<file path="src/verilog/dcsw_params.svh">
// Command codes, field positions, reset values and selector values for
// the drive command/status word map.
// Assumes it is included by the modules that decode codes.
`ifndef DCSW_PARAMS_SVH
`define DCSW_PARAMS_SVH

// Read command codes.
`define DCSW_RD_OPER 16'h0100
`define DCSW_RD_FREQ 16'h0101
`define DCSW_RD_RSVA_LO 16'h0102
`define DCSW_RD_RSVA_HI 16'h0106
`define DCSW_RD_OVR 16'h0107
`define DCSW_RD_UNUSB_LO 16'h0108
`define DCSW_RD_UNUSB_HI 16'h010f
`define DCSW_RD_STATUS 16'h0110

// Write command codes.
`define DCSW_WR_OPER 16'h0200
`define DCSW_WR_FREQ 16'h0201
`define DCSW_WR_RSVA_LO 16'h0202
`define DCSW_WR_RSVA_HI 16'h0206
`define DCSW_WR_OVR 16'h0207
`define DCSW_WR_UNUSB_LO 16'h0208
`define DCSW_WR_UNUSB_HI 16'h020f

// Operation command word fields.
`define DCSW_OP_FWD 0
`define DCSW_OP_REV 1
`define DCSW_OP_MFI_LO 2
`define DCSW_OP_MFI_HI 6
`define DCSW_OP_EXT_FAULT 8
`define DCSW_OP_FAULT_RESET 9
`define DCSW_OP_HIST_CLEAR 14
`define DCSW_OP_COAST 15
`define DCSW_OPER_WMASK 16'hc37f

// Output override fields.
`define DCSW_OVR_OUT1 0
`define DCSW_OVR_OC1 1
`define DCSW_OVR_OC2 2
`define DCSW_OVR_WMASK 16'h0007

// Drive status word fields.
`define DCSW_ST_RUN 0
`define DCSW_ST_ZERO 1
`define DCSW_ST_REV 2
`define DCSW_ST_RESET_IN 3
`define DCSW_ST_SPEED_AGREE 4
`define DCSW_ST_READY 5
`define DCSW_ST_MINOR 6
`define DCSW_ST_MAJOR 7
`define DCSW_ST_OPLINK 8
`define DCSW_ST_PWR_RECOV 9
`define DCSW_ST_REMOTE 10
`define DCSW_ST_RELAY 11
`define DCSW_ST_OC1 12
`define DCSW_ST_OC2 13

// Selector values and reset values.
`define DCSW_BUS_CTRL_SEL 8'h12
`define DCSW_OPLINK_DETECT_OFF 8'h00
`define DCSW_WORD_RESET 16'h0000

`endif

</file>
<file path="src/verilog/dcsw_pkg.sv">
// Types shared by the command/status word block and its helpers.
// Assumes nothing beyond the parameter header.
`default_nettype none
package dcsw_pkg;
  // State of the rising-edge pulse helper.
  typedef struct packed {
    logic prev;
    logic pulse;
  } dcsw_edge_t;

  // Whole state of the command/status word block.
  typedef struct packed {
    logic [15:0] oper;
    logic [15:0] freq;
    logic [15:0] ovr;
    logic [15:0] status;
    logic rsp_valid;
    logic [15:0] rsp_data;
    logic rsp_error;
    logic fwd;
    logic rev;
    logic [4:0] mfi;
    logic ext_fault;
    logic coast;
    logic out1;
    logic oc1;
    logic oc2;
  } dcsw_state_t;
endpackage
`default_nettype wire

</file>
<file path="src/verilog/dcsw_edge_pulse.sv">
// One-cycle pulse on each rising edge of a level.
// Assumes the level is synchronous to the clock.
`timescale 1ns/100ps
`default_nettype none
module dcsw_edge_pulse
  import dcsw_pkg::*;
(
  input wire logic clk,
  input wire logic rst,
  input wire logic level,
  output logic pulse
);
  dcsw_edge_t st;
  dcsw_edge_t next_st;

  // A held level gives only one pulse, so a command bit left set acts once.
  always_comb begin
    next_st = st;
    next_st.prev = level;
    next_st.pulse = level & ~st.prev;
  end

  always_ff @(posedge clk or posedge rst) begin
    if (rst) begin
      st <= '0;
    end else begin
      st <= next_st;
    end
  end

  assign pulse = st.pulse;
endmodule // dcsw_edge_pulse
`default_nettype wire

</file>
<file path="src/verilog/dcsw_override_sel.sv">
// Chooses between the bus override bit and the drive's own output value.
// Assumes the selector is a static configuration value.
`timescale 1ns/100ps
`default_nettype none
`include "dcsw_params.svh"
module dcsw_override_sel
  import dcsw_pkg::*;
#(
  parameter logic [7:0] BUS_SEL = `DCSW_BUS_CTRL_SEL
) (
  input wire logic [7:0] func_sel,
  input wire logic bus_bit,
  input wire logic local_value,
  output logic value
);
  // Bus takes the output only when its function is set to bus control.
  assign value = (func_sel == BUS_SEL) ? bus_bit : local_value;
endmodule // dcsw_override_sel
`default_nettype wire

</file>
<file path="src/verilog/dcsw_top.sv">
// Command/status word map of a drive's fieldbus interface.
// Assumes one command per cycle at most, synchronous to SYS_CLK.
//
// Overview of operation
// Bit 0 forward run, bit 1 reverse.
// Bit 8 raises bus external fault, stops.
// Bit F turns output off, coasting.
// Override bit 0 drives output 1 when 18.
// Override bits 1,2 drive open collectors when 18.
// Status bit 0 shows running.
// Status bit 1 shows zero speed.
// Status bit 2 shows reverse running.
// Status bit 3 shows reset input present.
// Status bit 5 shows ready for operation.
// Status bit 6 shows minor fault.
// Status bit 7 shows major fault.
// Status bit 8 operator link fault, gated.
// Status bit B shows fault relay.
// Status bits C, D show open collectors.
// Command bits 2-6 are inputs 3-7.
// Bit 9 resets fault, E clears history.
// Reserved bits read zero, no effect.
`timescale 1ns/100ps
`default_nettype none
`include "dcsw_params.svh"
module dcsw_top
  import dcsw_pkg::*;
(
  input wire logic SYS_CLK,
  input wire logic RST,
  input wire logic CMD_VALID,
  input wire logic CMD_WRITE,
  input wire logic [15:0] CMD_CODE,
  input wire logic [15:0] CMD_WDATA,
  output logic RSP_VALID,
  output logic [15:0] RSP_RDATA,
  output logic RSP_ERROR,
  input wire logic DRV_RUNNING,
  input wire logic DRV_REVERSE,
  input wire logic DRV_ZERO_SPEED,
  input wire logic DRV_RESET_INPUT,
  input wire logic DRV_SPEED_AGREE,
  input wire logic DRV_READY,
  input wire logic DRV_MINOR_FAULT,
  input wire logic DRV_MAJOR_FAULT,
  input wire logic DRV_POWER_RECOVERED,
  input wire logic DRV_BUS_RUN_RIGHT,
  input wire logic OPERATOR_LINK_FAULT,
  input wire logic [7:0] OPERATOR_FAULT_ACTION_SELECT,
  input wire logic FAULT_RELAY_CONTACT_A,
  input wire logic [7:0] OUTPUT1_FUNCTION_SELECT,
  input wire logic [7:0] OC_OUTPUT1_FUNCTION_SELECT,
  input wire logic [7:0] OC_OUTPUT2_FUNCTION_SELECT,
  input wire logic OUTPUT1_LOCAL,
  input wire logic OC_OUTPUT1_LOCAL,
  input wire logic OC_OUTPUT2_LOCAL,
  output logic FWD_RUN_CMD,
  output logic REV_RUN_CMD,
  output logic [4:0] MF_INPUT,
  output logic BUS_EXTERNAL_FAULT,
  output logic COAST_STOP,
  output logic FAULT_RESET_PULSE,
  output logic HISTORY_CLEAR_PULSE,
  output logic [15:0] FREQ_SETPOINT,
  output logic MF_OUTPUT1,
  output logic OPEN_COLLECTOR_OUTPUT_1,
  output logic OPEN_COLLECTOR_OUTPUT_2,
  output logic REMOTE_INPUT_TWO,
  output logic REMOTE_INPUT_SIX,
  output logic REMOTE_INPUT_SEVEN
);

  ////////////////////////////////////////////////////////////////////////////
  // State and helpers.

  dcsw_state_t st;
  dcsw_state_t next_st;
  logic sel_out1;
  logic sel_oc1;
  logic sel_oc2;
  logic rd_hit;
  logic rd_zero;
  logic wr_hit;
  logic wr_ignore;
  logic [15:0] status_now;
  logic stop_req;

  // Overridable outputs, one selector per output.
  dcsw_override_sel u_sel_out1 (
    .func_sel(OUTPUT1_FUNCTION_SELECT),
    .bus_bit(st.ovr[`DCSW_OVR_OUT1]),
    .local_value(OUTPUT1_LOCAL),
    .value(sel_out1)
  );

  dcsw_override_sel u_sel_oc1 (
    .func_sel(OC_OUTPUT1_FUNCTION_SELECT),
    .bus_bit(st.ovr[`DCSW_OVR_OC1]),
    .local_value(OC_OUTPUT1_LOCAL),
    .value(sel_oc1)
  );

  dcsw_override_sel u_sel_oc2 (
    .func_sel(OC_OUTPUT2_FUNCTION_SELECT),
    .bus_bit(st.ovr[`DCSW_OVR_OC2]),
    .local_value(OC_OUTPUT2_LOCAL),
    .value(sel_oc2)
  );

  // Fault clearing acts once per setting of the bit, not while it is held.
  dcsw_edge_pulse u_fault_reset (
    .clk(SYS_CLK),
    .rst(RST),
    .level(st.oper[`DCSW_OP_FAULT_RESET]),
    .pulse(FAULT_RESET_PULSE)
  );

  dcsw_edge_pulse u_hist_clear (
    .clk(SYS_CLK),
    .rst(RST),
    .level(st.oper[`DCSW_OP_HIST_CLEAR]),
    .pulse(HISTORY_CLEAR_PULSE)
  );

  ////////////////////////////////////////////////////////////////////////////
  // Status word assembly from the drive's present conditions.

  always_comb begin
    status_now = `DCSW_WORD_RESET;
    status_now[`DCSW_ST_RUN] = DRV_RUNNING;
    status_now[`DCSW_ST_ZERO] = DRV_ZERO_SPEED;
    status_now[`DCSW_ST_REV] = DRV_RUNNING & DRV_REVERSE;
    status_now[`DCSW_ST_RESET_IN] = DRV_RESET_INPUT;
    status_now[`DCSW_ST_SPEED_AGREE] = DRV_SPEED_AGREE;
    status_now[`DCSW_ST_READY] = DRV_READY;
    status_now[`DCSW_ST_MINOR] = DRV_MINOR_FAULT;
    status_now[`DCSW_ST_MAJOR] = DRV_MAJOR_FAULT;
    // A link fault is only reported when detection is switched on.
    status_now[`DCSW_ST_OPLINK] = OPERATOR_LINK_FAULT &
      (OPERATOR_FAULT_ACTION_SELECT != `DCSW_OPLINK_DETECT_OFF);
    status_now[`DCSW_ST_PWR_RECOV] = DRV_POWER_RECOVERED;
    status_now[`DCSW_ST_REMOTE] = DRV_BUS_RUN_RIGHT;
    status_now[`DCSW_ST_RELAY] = FAULT_RELAY_CONTACT_A;
    // The pin state is the registered output, so bus reads match the pins.
    status_now[`DCSW_ST_OC1] = st.oc1;
    status_now[`DCSW_ST_OC2] = st.oc2;
  end

  ////////////////////////////////////////////////////////////////////////////
  // Command decode.

  always_comb begin
    rd_hit = 1'b0;
    rd_zero = 1'b0;
    wr_hit = 1'b0;
    wr_ignore = 1'b0;
    if (!CMD_WRITE) begin
      rd_hit = (CMD_CODE == `DCSW_RD_OPER) || (CMD_CODE == `DCSW_RD_FREQ) ||
               (CMD_CODE == `DCSW_RD_OVR) || (CMD_CODE == `DCSW_RD_STATUS);
      rd_zero = ((CMD_CODE >= `DCSW_RD_RSVA_LO) &&
                 (CMD_CODE <= `DCSW_RD_RSVA_HI)) ||
                ((CMD_CODE >= `DCSW_RD_UNUSB_LO) &&
                 (CMD_CODE <= `DCSW_RD_UNUSB_HI));
    end else begin
      wr_hit = (CMD_CODE == `DCSW_WR_OPER) || (CMD_CODE == `DCSW_WR_FREQ) ||
               (CMD_CODE == `DCSW_WR_OVR);
      wr_ignore = ((CMD_CODE >= `DCSW_WR_RSVA_LO) &&
                   (CMD_CODE <= `DCSW_WR_RSVA_HI)) ||
                  ((CMD_CODE >= `DCSW_WR_UNUSB_LO) &&
                   (CMD_CODE <= `DCSW_WR_UNUSB_HI));
    end
  end

  ////////////////////////////////////////////////////////////////////////////
  // Next state.

  always_comb begin
    next_st = st;
    next_st.rsp_valid = CMD_VALID;
    next_st.rsp_data = `DCSW_WORD_RESET;
    next_st.rsp_error = 1'b0;
    next_st.status = status_now;
    if (CMD_VALID) begin
      next_st.rsp_error = ~(rd_hit | rd_zero | wr_hit | wr_ignore);
      if (rd_hit) begin
        case (CMD_CODE)
          `DCSW_RD_OPER: next_st.rsp_data = st.oper;
          `DCSW_RD_FREQ: next_st.rsp_data = st.freq;
          `DCSW_RD_OVR: next_st.rsp_data = st.ovr;
          `DCSW_RD_STATUS: next_st.rsp_data = st.status;
          default: next_st.rsp_data = `DCSW_WORD_RESET;
        endcase
      end
      if (wr_hit) begin
        case (CMD_CODE)
          `DCSW_WR_OPER: begin
            next_st.oper = CMD_WDATA & `DCSW_OPER_WMASK;
          end
          `DCSW_WR_FREQ: begin
            next_st.freq = CMD_WDATA;
          end
          `DCSW_WR_OVR: begin
            next_st.ovr = CMD_WDATA & `DCSW_OVR_WMASK;
          end
          default: begin
            next_st.freq = st.freq;
          end
        endcase
      end
    end
    // Run commands follow the word, but a fault or coast request stops them.
    next_st.fwd = st.oper[`DCSW_OP_FWD] & ~st.oper[`DCSW_OP_REV] &
                  ~stop_req;
    next_st.rev = st.oper[`DCSW_OP_REV] & ~st.oper[`DCSW_OP_FWD] &
                  ~stop_req;
    next_st.mfi = st.oper[`DCSW_OP_MFI_HI:`DCSW_OP_MFI_LO];
    next_st.ext_fault = st.oper[`DCSW_OP_EXT_FAULT];
    next_st.coast = st.oper[`DCSW_OP_COAST];
    next_st.out1 = sel_out1;
    next_st.oc1 = sel_oc1;
    next_st.oc2 = sel_oc2;
  end

  // An external fault or coast request both remove the run command.
  assign stop_req = st.oper[`DCSW_OP_EXT_FAULT] | st.oper[`DCSW_OP_COAST];

  always_ff @(posedge SYS_CLK or posedge RST) begin
    if (RST) begin
      st <= '0;
    end else begin
      st <= next_st;
    end
  end

  ////////////////////////////////////////////////////////////////////////////
  // Outputs, all straight from the state register.

  assign RSP_VALID = st.rsp_valid;
  assign RSP_RDATA = st.rsp_data;
  assign RSP_ERROR = st.rsp_error;
  assign FWD_RUN_CMD = st.fwd;
  assign REV_RUN_CMD = st.rev;
  assign MF_INPUT = st.mfi;
  assign BUS_EXTERNAL_FAULT = st.ext_fault;
  assign COAST_STOP = st.coast;
  assign FREQ_SETPOINT = st.freq;
  assign MF_OUTPUT1 = st.out1;
  assign REMOTE_INPUT_TWO = st.out1;
  assign OPEN_COLLECTOR_OUTPUT_1 = st.oc1;
  assign REMOTE_INPUT_SIX = st.oc1;
  assign OPEN_COLLECTOR_OUTPUT_2 = st.oc2;
  assign REMOTE_INPUT_SEVEN = st.oc2;

  ////////////////////////////////////////////////////////////////////////////
  // Assertions.

  a_fwd_run_cmd: assert property (
    @(posedge SYS_CLK) disable iff (RST)
    (CMD_VALID && CMD_WRITE && CMD_CODE == `DCSW_WR_OPER &&
     CMD_WDATA[15:0] == 16'h0001)
    |=> ##1 FWD_RUN_CMD && !REV_RUN_CMD)
    else $error("forward word did not give forward run");

  a_rev_run_cmd: assert property (
    @(posedge SYS_CLK) disable iff (RST)
    (CMD_VALID && CMD_WRITE && CMD_CODE == `DCSW_WR_OPER &&
     CMD_WDATA[15:0] == 16'h0002)
    |=> ##1 REV_RUN_CMD && !FWD_RUN_CMD)
    else $error("reverse word did not give reverse run");

  a_ext_fault_stop: assert property (
    @(posedge SYS_CLK) disable iff (RST)
    BUS_EXTERNAL_FAULT |-> !FWD_RUN_CMD && !REV_RUN_CMD)
    else $error("run command present during bus external fault");

  a_coast_stop: assert property (
    @(posedge SYS_CLK) disable iff (RST)
    COAST_STOP |-> !FWD_RUN_CMD && !REV_RUN_CMD)
    else $error("run command present during coast stop");

  a_out1_override: assert property (
    @(posedge SYS_CLK) disable iff (RST)
    (OUTPUT1_FUNCTION_SELECT == `DCSW_BUS_CTRL_SEL)
    |=> MF_OUTPUT1 == $past(st.ovr[`DCSW_OVR_OUT1]) &&
        REMOTE_INPUT_TWO == MF_OUTPUT1)
    else $error("output 1 does not follow its override bit");

  a_oc_local: assert property (
    @(posedge SYS_CLK) disable iff (RST)
    (OC_OUTPUT1_FUNCTION_SELECT != `DCSW_BUS_CTRL_SEL)
    |=> OPEN_COLLECTOR_OUTPUT_1 == $past(OC_OUTPUT1_LOCAL))
    else $error("open collector 1 overridden without bus selection");

  a_status_read: assert property (
    @(posedge SYS_CLK) disable iff (RST)
    (DRV_RUNNING ##1 (CMD_VALID && !CMD_WRITE &&
      CMD_CODE == `DCSW_RD_STATUS))
    |=> RSP_VALID && RSP_RDATA[`DCSW_ST_RUN])
    else $error("status read missed the running bit");

  a_rev_status: assert property (
    @(posedge SYS_CLK) disable iff (RST)
    (DRV_RUNNING && DRV_REVERSE) |=> st.status[`DCSW_ST_REV])
    else $error("reverse run not shown in status");

  a_oplink_gated: assert property (
    @(posedge SYS_CLK) disable iff (RST)
    (OPERATOR_FAULT_ACTION_SELECT == `DCSW_OPLINK_DETECT_OFF)
    |=> !st.status[`DCSW_ST_OPLINK])
    else $error("operator link fault shown while detection is off");

  a_oc_status: assert property (
    @(posedge SYS_CLK) disable iff (RST)
    1'b1 |=> st.status[`DCSW_ST_OC1] == $past(OPEN_COLLECTOR_OUTPUT_1) &&
             st.status[`DCSW_ST_OC2] == $past(OPEN_COLLECTOR_OUTPUT_2))
    else $error("status does not mirror open collector outputs");

  a_reset_pulse: assert property (
    @(posedge SYS_CLK) disable iff (RST)
    FAULT_RESET_PULSE |=> !FAULT_RESET_PULSE)
    else $error("fault reset pulse longer than one cycle");

  a_reserved_zero: assert property (
    @(posedge SYS_CLK) disable iff (RST)
    (st.oper & ~`DCSW_OPER_WMASK) == 16'h0000 &&
    (st.ovr & ~`DCSW_OVR_WMASK) == 16'h0000)
    else $error("reserved command bits are not zero");

  a_oc2_local: assert property (
    @(posedge SYS_CLK) disable iff (RST)
    (OC_OUTPUT2_FUNCTION_SELECT != `DCSW_BUS_CTRL_SEL)
    |=> OPEN_COLLECTOR_OUTPUT_2 == $past(OC_OUTPUT2_LOCAL) &&
        REMOTE_INPUT_SEVEN == OPEN_COLLECTOR_OUTPUT_2)
    else $error("open collector 2 overridden without bus selection");

  a_hist_pulse: assert property (
    @(posedge SYS_CLK) disable iff (RST)
    HISTORY_CLEAR_PULSE |=> !HISTORY_CLEAR_PULSE)
    else $error("history clear pulse longer than one cycle");

  a_ready_status: assert property (
    @(posedge SYS_CLK) disable iff (RST)
    DRV_READY |=> st.status[`DCSW_ST_READY])
    else $error("ready condition not shown in status");

endmodule // dcsw_top
`default_nettype wire

</file>
<file path="config.mk">
export PLATFORM = sky130hd
export DESIGN_NAME = dcsw_top
export DESIGN_NICKNAME = d
export VERILOG_FILES = /design/src/verilog/dcsw_pkg.sv /design/src/verilog/dcsw_edge_pulse.sv /design/src/verilog/dcsw_override_sel.sv /design/src/verilog/dcsw_top.sv
export VERILOG_INCLUDE_DIRS = /design/src /design/src/verilog
export SDC_FILE = /design/constraint.sdc
export NUM_CORES = 1
export LEC_CHECK = 0
export CORE_AREA = 4 4 77 93
export DETAILED_ROUTE_END_ITERATION = 7
export DIE_AREA = 0 0 81 97
export DONT_BUFFER_PORTS = 1
export PLACE_DENSITY_LB_ADDON = 0.2
export SYNTH_ARGS = -nofsm -noshare
export SYNTH_HDL_FRONTEND = slang
export SYNTH_SLANG_ARGS = --single-unit
</file>
<file path="constraint.sdc">
create_clock -name SYS_CLK -period 2.6 [get_ports SYS_CLK]
set_input_delay 0.78 -clock SYS_CLK [delete_from_list [all_inputs] [get_ports SYS_CLK]]
set_output_delay 0.78 -clock SYS_CLK [all_outputs]
set_load 0.01 [all_outputs]
</file>
# Word-level counts from Yosys, hierarchy flattened
# Cells that the tools add are included.
# word_totals
in_bits	83
out_inout_bits	51
wordCells	80
reg_bits	78
# classes
eq_ne	10
bitwise_logic	18
order_cmp	8
n_reduce_logical	15
mux	10
# ops
op	count
$eq 16x9->1 const B	4
$pmux 16 s4	1
$eq 16x10->1 const B	3
$ge 16x10->1 const B	2
$ge 16x9->1 const B	2
$le 16x10->1 const B	2
$le 16x9->1 const B	2
$eq 8x5->1 const B	3
$mux 17	1
$mux 16	1
$reduce_and 3->1	3
$and 1x1->1	8
$reduce_bool 8->1	1
$logic_or 1x1->1	7
$mux 1	7
$not 1->1	6
$logic_and 1x1->1	4
$or 1x1->1	4

# Depth between registers and ports, before layout
# depth
depth_word	10
depth_mapped	6
mapped_depth_nobuf	4

# Modules after synthesis
# From an unflattened synthesis, not the netlist that was laid out.
# hier_totals
cells_unflattened	296
hier_area_um2	3565.9
# modules_own_cells
module	area_each_um2	cells_per_inst	n_inst	seq_area_each_um2
dcsw_top	3299.4	276	1	1851.8
dcsw_edge_pulse	67.6	4	2	50.0
dcsw_override_sel	43.8	4	3	0.0

# Worst setup path after synthesis
# OpenSTA, ideal clock, no wires.
# synth_path
path_type	input port to flip-flop
startpoint	input port CMD_CODE[13]
endpoint	register st (netlist bit next_st[3])
slack_ns	-0.149
stages	6
arrival_ns	2.624
t_required_ns	2.475
setup_time_ns	0.125
path_buffers	2
cell_sequence	or4_1 > buf_2 > or3_4 > nor4_4 > buf_6 > mux2_2
# synth_via
elab_chain_cells	5
elab_cells_between_ends	7
classes_between	3 x eq/ne; 1 x mux; 3 x reduce/logical
# synth_rtl
element	line_no	text
start: declaration	dcsw_top.sv:33	input wire logic [15:0] CMD_CODE,
$eq 16x10->1, on equally long branches	-	
$logic_or 1x1->1 (2 in a row)	dcsw_top.sv:165	wr_hit = (CMD_CODE == `DCSW_WR_OPER) || (CMD_CODE == `DCSW_WR_FREQ) ||
$mux 1	dcsw_top.sv:157	if (!CMD_WRITE) begin
$reduce_and 3->1 (no line) (*)	-	
end signal: assignment	dcsw_top.sv:231	st <= next_st;
end: declaration	dcsw_top.sv:76	dcsw_state_t st;
# Mark *: on every way between the ends. The rest lies on a longest branch, timed or not.
# A chain may end at the register's enable or synchronous reset.

# Final worst setup path
# layout_path
startpoint	input port CMD_CODE[5]
endpoint	register st (netlist bit next_st[3])
# Same word-level chain as after synthesis.

==> qor.yml <==
timing:
  worst_pin_slew_ns: 0.5680
  period_needed_ns: 2.259
  setup_viol: 0
  fin_worst_skew_ns: 0.007335
  slew_viol_final: 0
  hold_violations: 0
  fin_ws_ns: 0.3411
  fin_crit_sh_pct: 86.88
  slew_headroom_pct: 62.13
  fmax_mhz: 442.7
  grt_setup_unrepaired: "false"
global_route:
  grt_pass1_wl_um: 11150
  grt_overflow: 0
  grt_pass1_vias: 2141
  grt_usage_pct: 19.17
  grt_max_degree: 47
  antenna_found_initial: 1
synthesis:
  async_flop_share_pct: 100.0
  yosysUniqueCellTypes: 34
  synth.most_common_cell: "dfrtp_1"
  synth_top_cell_by_area: "dfrtp_1"
  synth_ff_type: "dfrtp_1"
  syn_nets: 356
  syn-cell-area_um2: 3426
  postSynthCellCount: 273
  yosys-top-cells-count: "dfrtp_1 (78), buf_4 (40), mux2_2 (39)"
  synth_top_area_share_pct: 56.98
  synth.area.top_cells: "dfrtp_1 (57%), mux2_2 (13%), buf_4 (8.8%)"
  avgSynthCellArea_um2: 12.55
  ys_ff_latch: 78
  yosys_warnings: 0
  ys_seq_area_share_pct: 56.98
  synth-edff-count: 0
power_and_ir_drop:
  ir_drop_mv: 0.3473
  p_leak_nw: 1.567
  power_density_nw_per_um2: 628.3
  power_mw: 2.223
floorplanning:
  die_area_um2: 7857
  start_util_pct: 54.15
  num_rows: 32
  top_level_ports: 134
  die_w_um: 81
  die_height_um: 97
  design.core.area_um2: 6326
route:
  first_iter_violations: 96
  viasPerCell: 5.844
  vias: 1987
  postRouteAntennaNets: 0
  wire_per_inst_um: 20.40
  post-route-drc-count: 0
  dr.pass1.iters: 4
  totalWireLength_um: 6935
clocking:
  htree_num_levels: 3
  cts_sinks: 78
  root_buffer: "clkbuf_8"
  clk_latency_ns: 0.34
  cts_buffers: 9
  cts_tree: "done"
  clockBufferDepth: 2
  cts_resized: 0
  clk_pin_slew_ns: 0.08
  hold_buffers: 0
  cts_setup_buffers: 0
setup_path:
  crit_required_ns: 2.83
  cp-end-kind: "register"
  slowest_delay_ns: 0.47
  r2r_end: "RSP_RDATA[8]"
  worstPathCellList: "or3_2, or3_4, nor4_4, buf_12, mux2_2"
  r2r_cells: 3
  worstReg2RegStart: "FREQ_SETPOINT[8]"
  crit_fanout: 11
  worst_path_max_delay_cell: "or3_2"
  cp-start-kind: "primary input"
  reg2reg_slack_ns: 1.60
  critical_path_class: "primary input to register"
  arrival_ns: 2.49
hold_path:
  hp-start: "u_hist_clear.st[1]"
  holdPathEnd: "u_hist_clear.pulse"
  hold_path_class: "register to register"
  worstHoldPathCells: 1
finish:
  drive_gt1_share_pct: 32.28
  seq_area_um2: 1952
  nNetsFinal: 332
  multi_input_area_um2: 1120
  nFillCells: 571
  area_growth_pct: 3.287
status:
  status: "complete, no violations"
placement:
  post-place-ws_ns: -0.01610
  place_congestion: 0.7962
  port_buffers: 0
  dp_hpwl_um: 5069
flow_run:
  drv_cap: 0
[power breakdown]
group / total, mW / internal (mW) / switching (mW)
clock: 0.922 / 0.494 / 0.428
sequential: 1.24 / 1.23 / 0.00934
combinational: 0.0649 / 0.0236 / 0.0413
[cells in the final DEF (no fill, tap or decap), types with 2 or more instances in the layout]
cell,n
dfrtp_1,78
mux2_2,39
nand3_1,32
a21oi_1,13
buf_4,13
clkbuf_8,11
nor4b_1,9
nor3_1,6
nand2_1,6
nor2_1,4
clkinvlp_4,4
nor4_1,3
nor4_4,3
a22o_1,3
a31oi_1,3
or2_2,2
nand4b_1,2
mux2i_1,2
and3_1,2
nor2b_1,2
buf_12,2
[registers in the layout (all words and copies together) (netlist names)]
signal	count
st	21
FREQ_SETPOINT	16
RSP_RDATA	16
next_st	7
MF_INPUT	5
BUS_EXTERNAL_FAULT	1
COAST_STOP	1
FWD_RUN_CMD	1
MF_OUTPUT1	1
OPEN_COLLECTOR_OUTPUT_1	1
OPEN_COLLECTOR_OUTPUT_2	1
REV_RUN_CMD	1
RSP_ERROR	1
RSP_VALID	1
u_fault_reset.pulse	1
u_fault_reset.st	1
u_hist_clear.pulse	1
u_hist_clear.st	1
[kinds of logic after synthesis]
family | count (synthesis) | share of synthesized area, %
buffers and inverters | 52 | 10.63
multiplexers | 41 | 13.40
AND/OR/NAND/NOR | 79 | 14.79
flip-flops | 78 | 56.98
AO/OA/AOI/OAI | 23 | 4.200
[worst max-delay path: cells and delay by family]
family        cells  cell delay, ns
mux               1            0.33
simple gates      3            1.20
buf+inv           1            0.18
[stage by stage]
stage | utilization [%] | TNS, ns | instances | instance area (um2) | hold WS (ns)
floorplan | - | -1.171 | 273 | 3440 | 0.3666
global placement | 52.59 | -0.007265 | 323 | 3327 | 0.3807
finish | 55.93 | 0 | 340 | 3538 | 0.3969
global route | 55.89 | 0 | 339 | 3536 | 0.4134
CTS | 55.89 | 0 | 339 | 3536 | 0.3942
detailed placement | 52.59 | -0.1462 | 323 | 3327 | 0.3825
[worst max-delay path by stage]
stage	slack, ns	end	cells past startpoint	startpoint
5_1_grt	0.31	st[87]	5	CMD_CODE[5]
3_5_place_dp	-0.02	next_st[9]	5	CMD_CODE[5]
3_3_place_gp	-0.001	next_st[8]	5	CMD_CODE[13]
2_1_floorplan	-0.11	next_st[3]	6	CMD_CODE[13]
6_report	0.34	next_st[3]	5	CMD_CODE[5]
4_1_cts	0.36	st[87]	5	CMD_CODE[5]
[area by class of cell]
cell class / instances / share of cell area [%]
diodes: 1 / 0.07072
multi-input cells: 143 / 31.65
clock buffers: 11 / 4.279
well taps: 85 / 3.006
repair buffers: 15 / 3.890
clock inverters: 5 / 1.627
flip-flops and latches: 78 / 55.16
inverters: 2 / 0.3182
[layer usage]
metal	part of all wire [%]	GRT usage [%]	vias to the layer above	routed length (um)
met5	0	0	-	0
met4	2.8	9.623	0	195
met3	8.3	6.797	18	573
met2	50	30.04	93	3451
met1	39	22.94	987	2714
li1	-	-	889	-
(Power assumes the default switching activity.)
